<file path="src/include/uarx_defines.vh">
// register map, field positions and reset values of the serial port block
`ifndef UARX_DEFINES_VH
`define UARX_DEFINES_VH
// register indices, byte address is four times the index
`define UARX_IDX_CONTROL_A  8'h00
`define UARX_IDX_CONTROL_B  8'h04
`define UARX_IDX_DBGCTRL    8'h08
`define UARX_IDX_BAUD       8'h0A
`define UARX_IDX_IRQ_CLR    8'h0C
`define UARX_IDX_IRQ_SET    8'h0D
`define UARX_IDX_IRQ_FLAGS  8'h0E
`define UARX_IDX_STATUS     8'h10
`define UARX_IDX_DATA       8'h18
// control_a fields
`define UARX_A_SOFT_RESET   0
`define UARX_A_ENABLE       1
`define UARX_A_MODE_LO      2
`define UARX_A_MODE_HI      4
`define UARX_A_KEEP_RUN     7
`define UARX_A_TXPO         16
`define UARX_A_RXPO_LO      20
`define UARX_A_RXPO_HI      21
`define UARX_A_FORM_LO      24
`define UARX_A_FORM_HI      27
`define UARX_A_CMODE        28
`define UARX_A_CPOL         29
`define UARX_A_DORD         30
`define UARX_MODE_INTERNAL  3'h1
`define UARX_FORM_PARITY    4'h1
// control_b fields
`define UARX_B_CHSIZE_LO    0
`define UARX_B_CHSIZE_HI    2
`define UARX_B_SBMODE       6
`define UARX_B_PAR_ODD      13
`define UARX_B_TX_ON        16
`define UARX_B_RX_ON        17
// interrupt flag bits
`define UARX_F_HOLD_EMPTY   0
`define UARX_F_TX_DONE      1
`define UARX_F_RX_DONE      2
// status bits
`define UARX_S_PAR_ERR      0
`define UARX_S_FRAME_ERR    1
`define UARX_S_OVERFLOW     2
`define UARX_S_SYNC_BUSY    15
// oversampling points
`define UARX_OVS_S1         4'h7
`define UARX_OVS_S2         4'h8
`define UARX_OVS_MID        4'h9
`define UARX_OVS_LAST       4'hF
`define UARX_RESET_WORD     32'h0000_0000
`endif

</file>
<file path="src/rtl/uarx_top.v">
// asynchronous serial port: clock and data recovery, parity, irq, sleep and sync
//
// Added by the designer: the APB register port and the address map.
`timescale 1ns/1ps
`include "uarx_defines.vh"
// Function
// - receiver aligns frames to its baud clock and filters each bit against noise
// - receiver tolerates incoming rates from slow to fast ratio of its baud
// - parity generated and checked only when frame format is the parity code
// - even mode: parity bit high when an odd count of data bits are one
// - odd mode: parity bit high when an even count of data bits are one
// - received parity compared with computed parity, mismatch sets parity error
// - three flags kept: receive complete, transmit complete, transmit data empty
// - one to enable-set enables, one to enable-clear disables, zeros do nothing
// - request asserted while the port is enabled and any flag and its enable are both set
// - all three sources share one request line
// - internal clock and keep-running: clock stays on in sleep, any irq wakes
// - external clock and keep-running: receive complete can wake
// - keep-running clear: clock stops after transfer ends, completion still wakes
// - keep-running clear, external clock: reception discarded during sleep
// - sync-busy set at once on a synchronized write, cleared when done
// - synchronized write during busy stalls the bus and completes later
// - soft reset, enable, receiver and transmitter enable writes are synchronized
// - error flags stay until written one, and clear when receiver disabled
// - transmit complete set when the last bit leaves and nothing is pending
// - after the first stop bit the character enters a two-entry buffer
module uarx_top #(
  parameter SYNC_CYCLES = 4'h3
) (
  // apb slave
  input  wire        pclk,
  input  wire        presetn,
  input  wire        psel,
  input  wire        penable,
  input  wire        pwrite,
  input  wire [31:0] paddr,
  input  wire [31:0] pwdata,
  output wire        pready,
  output reg  [31:0] prdata,
  output wire        pslverr,
  // serial line
  input  wire        rxd,
  output reg         txd,
  // system
  input  wire        sleep_active,
  output wire        core_clock_run,
  output wire        wake_request,
  output wire        irq
);
  localparam RX_IDLE = 3'h0, RX_START = 3'h1, RX_DATA = 3'h2, RX_PAR = 3'h3, RX_STOP = 3'h4;
  localparam TX_IDLE = 3'h0, TX_START = 3'h1, TX_DATA = 3'h2, TX_PAR = 3'h3, TX_STOP = 3'h4;

  function [3:0] char_bits;
    input [2:0] sz;
    begin
      case (sz)
        3'h1:    char_bits = 4'h9;
        3'h5:    char_bits = 4'h5;
        3'h6:    char_bits = 4'h6;
        3'h7:    char_bits = 4'h7;
        default: char_bits = 4'h8;
      endcase
    end
  endfunction

  function maj3;
    input [2:0] v;
    begin
      maj3 = (v[0] & v[1]) | (v[0] & v[2]) | (v[1] & v[2]);
    end
  endfunction

  // keeps only the character bits; parity shows in data only with nine-bit characters
  function [8:0] char_mask;
    input [3:0] n;
    begin
      char_mask = (9'h1 << n) - 9'h1;
    end
  endfunction

  // bus decode
  wire [7:0]  idx      = paddr[9:2];
  wire        in_range = (paddr[31:10] == 22'h0) && (paddr[1:0] == 2'h0);
  wire        hit_a    = in_range && idx == `UARX_IDX_CONTROL_A;
  wire        hit_b    = in_range && idx == `UARX_IDX_CONTROL_B;
  wire        mapped   = hit_a || hit_b || (in_range && (idx == `UARX_IDX_DBGCTRL ||
                         idx == `UARX_IDX_BAUD || idx == `UARX_IDX_IRQ_CLR ||
                         idx == `UARX_IDX_IRQ_SET || idx == `UARX_IDX_IRQ_FLAGS ||
                         idx == `UARX_IDX_STATUS || idx == `UARX_IDX_DATA));
  reg  [3:0]  sync_cnt;
  wire        sync_busy = (sync_cnt != 4'h0);
  wire        stall     = pwrite && (hit_a || hit_b) && sync_busy;
  wire        access    = psel && penable;
  assign pready  = !(access && stall);
  assign pslverr = access && !mapped;
  wire        done  = access && !stall && mapped;
  wire        wr    = done && pwrite;
  wire        rd    = done && !pwrite;

  // register state
  reg  [31:0] ctrl_a;
  reg  [31:0] ctrl_b;
  reg         dbg_stop;
  reg  [15:0] baud;
  reg  [2:0]  irq_en;
  reg         core_en, core_rx_on, core_tx_on;
  reg         pend_en, pend_rx_on, pend_tx_on, pend_soft_reset;
  wire        soft_rst = (sync_cnt == 4'h1) && pend_soft_reset;
  wire        locked   = ctrl_a[`UARX_A_ENABLE];
  wire [2:0]  mode     = ctrl_a[`UARX_A_MODE_HI:`UARX_A_MODE_LO];
  wire        internal = (mode == `UARX_MODE_INTERNAL);
  wire        keep_run = ctrl_a[`UARX_A_KEEP_RUN];
  wire        par_on   = (ctrl_a[`UARX_A_FORM_HI:`UARX_A_FORM_LO] == `UARX_FORM_PARITY);
  wire        lsb_first = ctrl_a[`UARX_A_DORD];
  wire        par_odd  = ctrl_b[`UARX_B_PAR_ODD];
  wire [3:0]  nbits    = char_bits(ctrl_b[`UARX_B_CHSIZE_HI:`UARX_B_CHSIZE_LO]);

  // protected fields only change while disabled; sync bits always go through the counter
  always @(posedge pclk or negedge presetn) begin
    if (!presetn) begin
      ctrl_a <= `UARX_RESET_WORD; ctrl_b <= `UARX_RESET_WORD;
      dbg_stop <= 1'b0; baud <= 16'h0; irq_en <= 3'h0;
      core_en <= 1'b0; core_rx_on <= 1'b0; core_tx_on <= 1'b0;
      pend_en <= 1'b0; pend_rx_on <= 1'b0; pend_tx_on <= 1'b0; pend_soft_reset <= 1'b0;
      sync_cnt <= 4'h0;
    end else if (soft_rst) begin
      ctrl_a <= `UARX_RESET_WORD; ctrl_b <= `UARX_RESET_WORD;
      baud <= 16'h0; irq_en <= 3'h0;
      core_en <= 1'b0; core_rx_on <= 1'b0; core_tx_on <= 1'b0;
      pend_en <= 1'b0; pend_rx_on <= 1'b0; pend_tx_on <= 1'b0; pend_soft_reset <= 1'b0;
      sync_cnt <= 4'h0;
    end else begin
      if (sync_cnt == 4'h1) begin
        core_en    <= pend_en;
        core_rx_on <= pend_rx_on;
        core_tx_on <= pend_tx_on;
      end
      if (sync_busy)
        sync_cnt <= sync_cnt - 4'h1;
      if (wr && hit_a) begin
        if (!locked)
          ctrl_a <= pwdata & 32'h7F31_00FC;
        ctrl_a[`UARX_A_ENABLE] <= pwdata[`UARX_A_ENABLE];
        ctrl_a[`UARX_A_SOFT_RESET] <= pwdata[`UARX_A_SOFT_RESET];
        pend_en         <= pwdata[`UARX_A_ENABLE];
        pend_soft_reset <= pwdata[`UARX_A_SOFT_RESET];
        sync_cnt   <= SYNC_CYCLES;
      end
      if (wr && hit_b) begin
        if (!locked)
          ctrl_b <= pwdata & 32'h0000_2047;
        ctrl_b[`UARX_B_TX_ON] <= pwdata[`UARX_B_TX_ON];
        ctrl_b[`UARX_B_RX_ON] <= pwdata[`UARX_B_RX_ON];
        pend_tx_on <= pwdata[`UARX_B_TX_ON];
        pend_rx_on <= pwdata[`UARX_B_RX_ON];
        sync_cnt  <= SYNC_CYCLES;
      end
      if (wr && idx == `UARX_IDX_DBGCTRL)
        dbg_stop <= pwdata[0];
      if (wr && idx == `UARX_IDX_BAUD && !locked)
        baud <= pwdata[15:0];
      if (wr && idx == `UARX_IDX_IRQ_SET)
        irq_en <= irq_en | pwdata[2:0];
      else if (wr && idx == `UARX_IDX_IRQ_CLR)
        irq_en <= irq_en & ~pwdata[2:0];
    end
  end

  // fractional baud generator: carry out is the sixteen-times sample tick
  reg  [15:0] baud_acc;
  wire [16:0] baud_sum = {1'b0, baud_acc} + (17'h1_0000 - {1'b0, baud});
  wire        tick     = baud_sum[16] && core_en;
  always @(posedge pclk or negedge presetn) begin
    if (!presetn)
      baud_acc <= 16'h0;
    else if (!core_en || soft_rst)
      baud_acc <= 16'h0;
    else
      baud_acc <= baud_sum[15:0];
  end

  // receive line, two flops before any use
  reg rx_m, rx_s, rx_prev;
  always @(posedge pclk or negedge presetn) begin
    if (!presetn) begin
      rx_m <= 1'b1; rx_s <= 1'b1; rx_prev <= 1'b1;
    end else begin
      rx_m <= rxd; rx_s <= rx_m; rx_prev <= rx_s;
    end
  end

  // receiver
  reg  [2:0]  rx_st;
  reg  [3:0]  rx_ovs, rx_idx;
  reg  [2:0]  rx_vote;
  reg  [8:0]  rx_sh;
  reg  [8:0]  rx_buf0, rx_buf1;
  reg  [1:0]  rx_cnt;
  reg         par_err, frame_err, rx_ovf;
  wire        rx_drop = sleep_active && !keep_run && !internal;
  wire        rx_bit  = maj3({rx_vote[1:0], rx_s});
  wire        rx_pop  = rd && idx == `UARX_IDX_DATA && rx_cnt != 2'h0;
  wire        clr_st  = wr && idx == `UARX_IDX_STATUS;
  wire [3:0]  rx_pos  = lsb_first ? rx_idx : nbits - 4'h1 - rx_idx;
  wire        rx_fin  = tick && rx_st == RX_STOP && rx_ovs == `UARX_OVS_MID;
  wire        rx_parity_error_flag = par_on && (^(rx_sh & char_mask(nbits)) ^ par_odd ^ rx_sh[8]);
  reg  [8:0]  next_sh;
  always @* begin
    next_sh = rx_sh;
    if (rx_st == RX_DATA)
      next_sh[rx_pos] = rx_bit;
    else if (rx_st == RX_PAR)
      next_sh[8] = rx_bit;
  end
  always @(posedge pclk or negedge presetn) begin
    if (!presetn) begin
      rx_st <= RX_IDLE; rx_ovs <= 4'h0; rx_idx <= 4'h0; rx_vote <= 3'h0; rx_sh <= 9'h0;
      rx_buf0 <= 9'h0; rx_buf1 <= 9'h0; rx_cnt <= 2'h0;
      par_err <= 1'b0; frame_err <= 1'b0; rx_ovf <= 1'b0;
    end else if (soft_rst || !core_rx_on || !core_en) begin
      rx_st <= RX_IDLE; rx_cnt <= 2'h0;
      par_err <= 1'b0; frame_err <= 1'b0; rx_ovf <= 1'b0;
    end else begin
      if (rx_st == RX_IDLE) begin
        if (rx_prev && !rx_s && !rx_drop) begin
          rx_st <= RX_START; rx_ovs <= 4'h0; rx_idx <= 4'h0;
        end
      end else if (tick) begin
        rx_ovs <= rx_ovs + 4'h1;
        if (rx_ovs == `UARX_OVS_S1 || rx_ovs == `UARX_OVS_S2)
          rx_vote <= {rx_vote[1:0], rx_s};
        if (rx_ovs == `UARX_OVS_MID) begin
          // majority of three filters spikes shorter than two samples
          rx_sh <= next_sh;
          if (rx_st == RX_START && rx_bit)
            rx_st <= RX_IDLE;
          if (rx_st == RX_STOP)
            rx_st <= RX_IDLE;
        end
        if (rx_ovs == `UARX_OVS_LAST) begin
          if (rx_st == RX_START)
            rx_st <= RX_DATA;
          else if (rx_st == RX_DATA) begin
            rx_idx <= rx_idx + 4'h1;
            if (rx_idx == nbits - 4'h1)
              rx_st <= par_on ? RX_PAR : RX_STOP;
          end else if (rx_st == RX_PAR)
            rx_st <= RX_STOP;
        end
      end
      // pop and push may meet; with two held, the new frame replaces the second slot and the popped one stays in front
      if (rx_fin && !(rx_cnt == 2'h2 && !rx_pop)) begin
        if (rx_cnt == 2'h0 || (rx_cnt == 2'h1 && rx_pop))
          rx_buf0 <= rx_sh;
        else
          rx_buf1 <= rx_sh;
      end else if (rx_pop)
        rx_buf0 <= rx_buf1;
      if (rx_fin && !rx_pop && rx_cnt != 2'h2)
        rx_cnt <= rx_cnt + 2'h1;
      else if (rx_pop && !rx_fin)
        rx_cnt <= rx_cnt - 2'h1;
      // error flags: a new event wins over a software clear
      if (rx_fin && rx_parity_error_flag)
        par_err <= 1'b1;
      else if (clr_st && pwdata[`UARX_S_PAR_ERR])
        par_err <= 1'b0;
      if (rx_fin && !rx_bit)
        frame_err <= 1'b1;
      else if (clr_st && pwdata[`UARX_S_FRAME_ERR])
        frame_err <= 1'b0;
      if (rx_fin && rx_cnt == 2'h2 && !rx_pop)
        rx_ovf <= 1'b1;
      else if (clr_st && pwdata[`UARX_S_OVERFLOW])
        rx_ovf <= 1'b0;
    end
  end

  // transmitter
  reg  [2:0]  tx_st;
  reg  [3:0]  tx_ovs, tx_idx;
  reg  [8:0]  tx_hold, tx_sh;
  reg         hold_full, tx_done, tx_stop2;
  wire        tx_load  = wr && idx == `UARX_IDX_DATA;
  wire        txc_clr  = wr && idx == `UARX_IDX_IRQ_FLAGS && pwdata[`UARX_F_TX_DONE];
  wire [3:0]  tx_pos   = lsb_first ? tx_idx : nbits - 4'h1 - tx_idx;
  wire        tx_par   = ^(tx_sh & char_mask(nbits)) ^ par_odd;
  wire        tx_go    = core_en && core_tx_on && hold_full;
  wire        bit_end  = tick && tx_ovs == `UARX_OVS_LAST;
  always @(posedge pclk or negedge presetn) begin
    if (!presetn) begin
      tx_st <= TX_IDLE; tx_ovs <= 4'h0; tx_idx <= 4'h0; tx_hold <= 9'h0; tx_sh <= 9'h0;
      hold_full <= 1'b0; tx_done <= 1'b0; tx_stop2 <= 1'b0; txd <= 1'b1;
    end else if (soft_rst || !core_en) begin
      tx_st <= TX_IDLE; hold_full <= 1'b0; tx_done <= 1'b0; txd <= 1'b1;
    end else begin
      if (tx_load) begin
        tx_hold <= pwdata[8:0]; hold_full <= 1'b1;
      end
      if (tick)
        tx_ovs <= tx_ovs + 4'h1;
      case (tx_st)
        TX_IDLE: begin
          txd <= 1'b1;
          if (tx_go && tick) begin
            tx_sh <= tx_hold; hold_full <= tx_load; tx_st <= TX_START;
            tx_ovs <= 4'h0; txd <= 1'b0;
          end
        end
        TX_START: if (bit_end) begin
          tx_st <= TX_DATA; tx_idx <= 4'h0; txd <= tx_sh[lsb_first ? 4'h0 : nbits - 4'h1];
        end
        TX_DATA: if (bit_end) begin
          tx_idx <= tx_idx + 4'h1;
          if (tx_idx == nbits - 4'h1) begin
            tx_st <= par_on ? TX_PAR : TX_STOP;
            txd <= par_on ? tx_par : 1'b1;
            tx_stop2 <= ctrl_b[`UARX_B_SBMODE];
          end else
            txd <= tx_sh[lsb_first ? tx_idx + 4'h1 : tx_pos - 4'h1];
        end
        TX_PAR: if (bit_end) begin
          tx_st <= TX_STOP; txd <= 1'b1;
        end
        TX_STOP: if (bit_end) begin
          tx_stop2 <= 1'b0;
          if (!tx_stop2) begin
            if (tx_go) begin
              tx_sh <= tx_hold; hold_full <= tx_load; tx_st <= TX_START; txd <= 1'b0;
            end else
              tx_st <= TX_IDLE;
          end
        end
        default: tx_st <= TX_IDLE;
      endcase
      // completion wins over a same-cycle clear; new data also withdraws it
      if (tx_st == TX_STOP && bit_end && !tx_stop2 && !tx_go)
        tx_done <= 1'b1;
      else if (txc_clr || tx_load)
        tx_done <= 1'b0;
    end
  end

  // interrupt, sleep and wake
  wire [2:0] flags = {rx_cnt != 2'h0, tx_done, !hold_full};
  wire [2:0] pend  = flags & irq_en;
  wire       busy_xfer = (tx_st != TX_IDLE) || (rx_st != RX_IDLE);
  assign irq = core_en && (|pend);
  assign core_clock_run = core_en && (!sleep_active || (keep_run && internal) || busy_xfer);
  assign wake_request = sleep_active && core_en && (
      (keep_run && internal && (|pend)) ||
      (keep_run && !internal && pend[`UARX_F_RX_DONE]) ||
      (!keep_run && (pend[`UARX_F_TX_DONE] || pend[`UARX_F_RX_DONE])));

  // read data registered in the setup cycle; rx slots do not move before the access ends
  always @(posedge pclk or negedge presetn) begin
    if (!presetn)
      prdata <= 32'h0;
    else if (psel && !penable) begin
      prdata <= 32'h0;
      if (hit_a)
        prdata <= ctrl_a;
      else if (hit_b)
        prdata <= ctrl_b;
      else if (in_range && idx == `UARX_IDX_DBGCTRL)
        prdata <= {31'h0, dbg_stop};
      else if (in_range && idx == `UARX_IDX_BAUD)
        prdata <= {16'h0, baud};
      else if (in_range && (idx == `UARX_IDX_IRQ_SET || idx == `UARX_IDX_IRQ_CLR))
        prdata <= {29'h0, irq_en};
      else if (in_range && idx == `UARX_IDX_IRQ_FLAGS)
        prdata <= {29'h0, flags};
      else if (in_range && idx == `UARX_IDX_STATUS)
        prdata <= {16'h0, sync_busy, 12'h0, rx_ovf, frame_err, par_err};
      else if (in_range && idx == `UARX_IDX_DATA)
        prdata <= {23'h0, rx_buf0 & char_mask(nbits)};
    end
  end
endmodule

</file>
<file path="config.mk">
export PLATFORM = sky130hd
export DESIGN_NAME = uarx_top
export DESIGN_NICKNAME = d
export VERILOG_FILES = /design/src/rtl/uarx_top.v
export VERILOG_INCLUDE_DIRS = /design/src /design/src/include
export SDC_FILE = /design/constraint.sdc
export NUM_CORES = 1
export LEC_CHECK = 0
export BUFFER_PORTS_ARGS = -buffer_cell sky130_fd_sc_hd__buf_2
export CAP_MARGIN = 40
export CORE_ASPECT_RATIO = 1.25
export CORE_MARGIN = 2
export CORE_UTILIZATION = 54
export DETAILED_ROUTE_END_ITERATION = 7
export GPL_TIMING_DRIVEN = 1
export PLACE_DENSITY_LB_ADDON = 0.08
export SETUP_SLACK_MARGIN = 0.05
export SLEW_MARGIN = 0
export SYNTH_ARGS = -nofsm -noshare
export SYNTH_HDL_FRONTEND = slang
export SYNTH_SLANG_ARGS = --single-unit
</file>
<file path="constraint.sdc">
create_clock -name pclk -period 3 [get_ports pclk]
set_input_delay 0.15 -clock pclk [delete_from_list [all_inputs] [get_ports pclk]]
set_output_delay 0.15 -clock pclk [all_outputs]
set_load 0.01 [all_outputs]
</file>
==> results by group <==
Clocking
  – Total CTS buffers: 17
  – Root Driver: clkbuf_16
  – Clock sink total: 176
  – Reg clk slew, reported paths: 0.08 ns
  – TritonCTS clock tree: done
  – H-tree levels: 4
  – Clock latency on the worst-skew pair: 0.44 ns
  – Clock Path Buffers: 2

Pwr
  – PD cells: 393 nW/um^2
  – Sequential share of power: 48.3%
  – VDD IR max: 0.000376 V
  – Sw Share: 23.4%
  – Total power: 0.00495 W
  – Gate power share: 4.5%
  – Power Internal: 0.00380 W
  – Net Sw Power: 0.00116 W
  – Lkg Pwr: 5.79 nW
  – Clk pwr share: 47.2%

Cells and area
  – Post-route cell area: 12600 um^2
  – Fraction of layout cells with a size suffix above 1: 26.5%
  – Fill count: 1497
  – Nets: 1371
  – Layout overhead on the synthesized area: 24.6%
  – Fin util: 67.9%
  – N_diodes: 0

Logic synthesis
  – Synth async-reset ratio: 100%
  – Post-synth design cell area: 10100 um^2
  – Main flop type after synthesis: dfrtp_1
  – Seq/Total Area, Yosys: 43.6%
  – Post-synthesis cell type count: 87
  – Area leader, netlist: dfrtp_1
  – FF+latch count, synth: 176
  – Dominant cells by area after synthesis: dfrtp_1 43%, mux2_2 5.1%, nand2_1 4.8%, ha_1 4.3%, mux2i_1 4.2%
  – Post-synth EDFFs: 0
  – Cells after Synth: 1064
  – Mapped Avg Cell Area: 9.51 um^2
  – YS warnings: 0
  – Share of the synthesized area in the top cell type: 42.5%

Worst setup path
  – Worst EP required: 3.31 ns
  – Critical Path AT: 3.24 ns
  – CP endpoint kind: flip-flop
  – Critical Path Fanout Max: 5
  – Crit path launch type: flip-flop
  – CP Class: reg -> reg

Route
  – Drt via density: 5.88
  – DRC viols: 0
  – Vias: 8864
  – DRT Pass-1 Iters: 5
  – WL per Instance: 19.1 um
  – Total wire length: 28700 um
  – Antenna-violating nets left: 0
  – Iteration-0 DRC Markers: 702

STA
  – Sum Neg Setup Slack: 0 ns
  – Achievable frequency: 341 MHz
  – Relative slew slack: 53.2%
  – Final Critical Period: 2.93 ns
  – Setup ws final: 0.0710 ns
  – Worst Skew: 0.0170 ns
  – Tightest Pin Transition: 0.684 ns
  – Final setup fails: 0
  – Crit share post-route: 97.6%
  – RSZ-0062 raised after global routing: yes
  – Final Hold Viols: 0
  – Pins over their slew limit: 0

Placed design
  – Gpl congestion: 0.897
  – Post-Place Cell Area: 11400 um^2
  – Final HPWL DP: 20500 um
  – Pre-CTS setup slack: -0.0372 ns
  – I/O Buffers: 98

Flow run
  – MaxCap Viol Count: 0

Global routing
  – First-pass GRT wire length: 45500 um
  – Number of global-route vias before repair: 8775
  – GRT overflow: 0
  – Initial antenna violation count: 0
  – Tot GR Track Use: 29.2%
  – Largest net degree at the start of global routing: 63

Floorplan
  – Core Box Area: 18600 um^2
  – Die span in x: 126 um
  – DIE AREA: 19900 um^2
  – Std cell rows: 56
  – # IOs: 109
  – Die H: 157 um
  – Initial core utilization: 54.5%

Run status
  – Status: completed

Worst hold path
  – Worst Hold Class: in -> reg
## cell usage in the layout, fill, tap and decap left out, drive strengths merged, types with 9 or more instances in the layout
cell type,synthesis,routed
a31oi,10,10
ha,35,35
nor4,9,9
nor3,30,30
clkbuf,34,22
mux2i,42,42
mux2,56,56
nor2,92,92
nand4,17,17
nand2,132,132
nor2b,14,14
buf,14,196
dlygate4sd3,0,24
a21oi,58,58
and2,9,9
inv,51,55
nand2b,12,12
o21ai,58,58
xor2,13,13
nand3,39,39
dfrtp,172,172
xnor2,24,24
## power by group through the flow
stage          Sequential (W)  Combinational (W)  Clock, W
2_1_floorplan         0.00244          0.0000539         0
3_3_place_gp          0.00244           0.000192         0
3_5_place_dp          0.00244           0.000196         0
4_1_cts               0.00239           0.000221   0.00235
5_1_grt               0.00239           0.000242   0.00244
6_report              0.00239           0.000221   0.00234
## final cells by class
cell class                 count  area [um^2]  area share (%)
clock buffer                  21          440            3.49
clock inverter                11          155            1.23
inverter                      51          191            1.52
multi-input combinational    795         5550            44.0
sequential                   176         4410            35.0
tap                          232          290            2.30
timing repair buffer         221         1570            12.4
## critical path, cell delays in order (launching register included)
cell and delay, ns:
dfrtp_1 0.34, inv_1 0.04, ha_1 0.30, o21a_1 0.15
nor2_2 0.06, o311ai_4 0.44, and3_4 0.30, nand2_2 0.07
o31a_1 0.27, a311oi_4 0.33, buf_6 0.17, mux2_2 0.33
## path summary, 6_finish.rpt
kind	to	start	cells past startpoint	slack, ns
setup / recovery	tx_sh[1]	baud[11]	11	0.07
hold / removal	ctrl_a[30]	pwdata[30]	3	0.02
setup reg to reg	tx_sh[1]	baud[11]	11	0.07
hold reg to reg	rx_s	rx_m	0	0.36
max in group asynchronous	tx_hold[8]	presetn	3	1.95
min in group asynchronous	rx_st[2]	presetn	2	0.27
## cell families (layout without fill, tap and decap cells)
family,count (synthesis),after routing,share of synthesized area [%]
compound gates,206,206,13.3
xor+xnor,38,38,3.42
fa+ha+maj,39,39,5.02
buf+inv,99,304,4.02
flops,176,176,43.6
mux,98,98,10.7
other cells,2,7,0.0742
simple gates,406,407,19.9
## repair_timing
item,in CTS,in global routing
setup endpoints to repair,25,44
cloned,0,2
endpoints found under the hold margin,85,0
setup buffers,5,10
hold buffers,24,0
resized for setup,7,41
pin swaps,5,7
## cells in the mapped netlist (8+ instances only)
cell and instances:
xor2_1 13, o21ai_0 57, mux2_4 9, nand2_1 130, dfrtp_1 172, nand3_1 39
a32oi_1 8, xnor2_1 24, nand4_1 17, nor3_1 25, nor2_1 92, nor2b_1 14
and2_1 8, inv_1 51, a21oi_1 58, nand2b_1 12, a31oi_1 10, ha_1 35
mux2i_1 42, nor4_1 9, clkbuf_1 34, mux2_2 46
## state kept, by name, indices dropped and copies added (netlist names), 16 cells and up
| register | flops |
|---|---|
| baud | 16 |
| baud_acc | 16 |
| ctrl_a | 18 |
| prdata | 27 |
## per-stage QoR
stage,hold slack (ns),std cells
floorplan,-0.146,1069
global placement,0.180,1431
detailed placement,0.183,1434
CTS,0.00689,1495
global route,0.0190,1507
finish,0.0191,1507
## per-layer routing
| layer | vias to the layer above | GRT usage (%) | share of wire, % |
|---|---|---|---|
| met1 | 4320 | 37.0 | 42 |
| met3 | 67 | 4.42 | 5.3 |
| met4 | 0 | 13.3 | 3.9 |
| met2 | 315 | 49.4 | 49 |
| li1 | 4162 | - | - |
| met5 | - | 0 | 0 |
No activity file was read; power rests on OpenSTA's default activity.
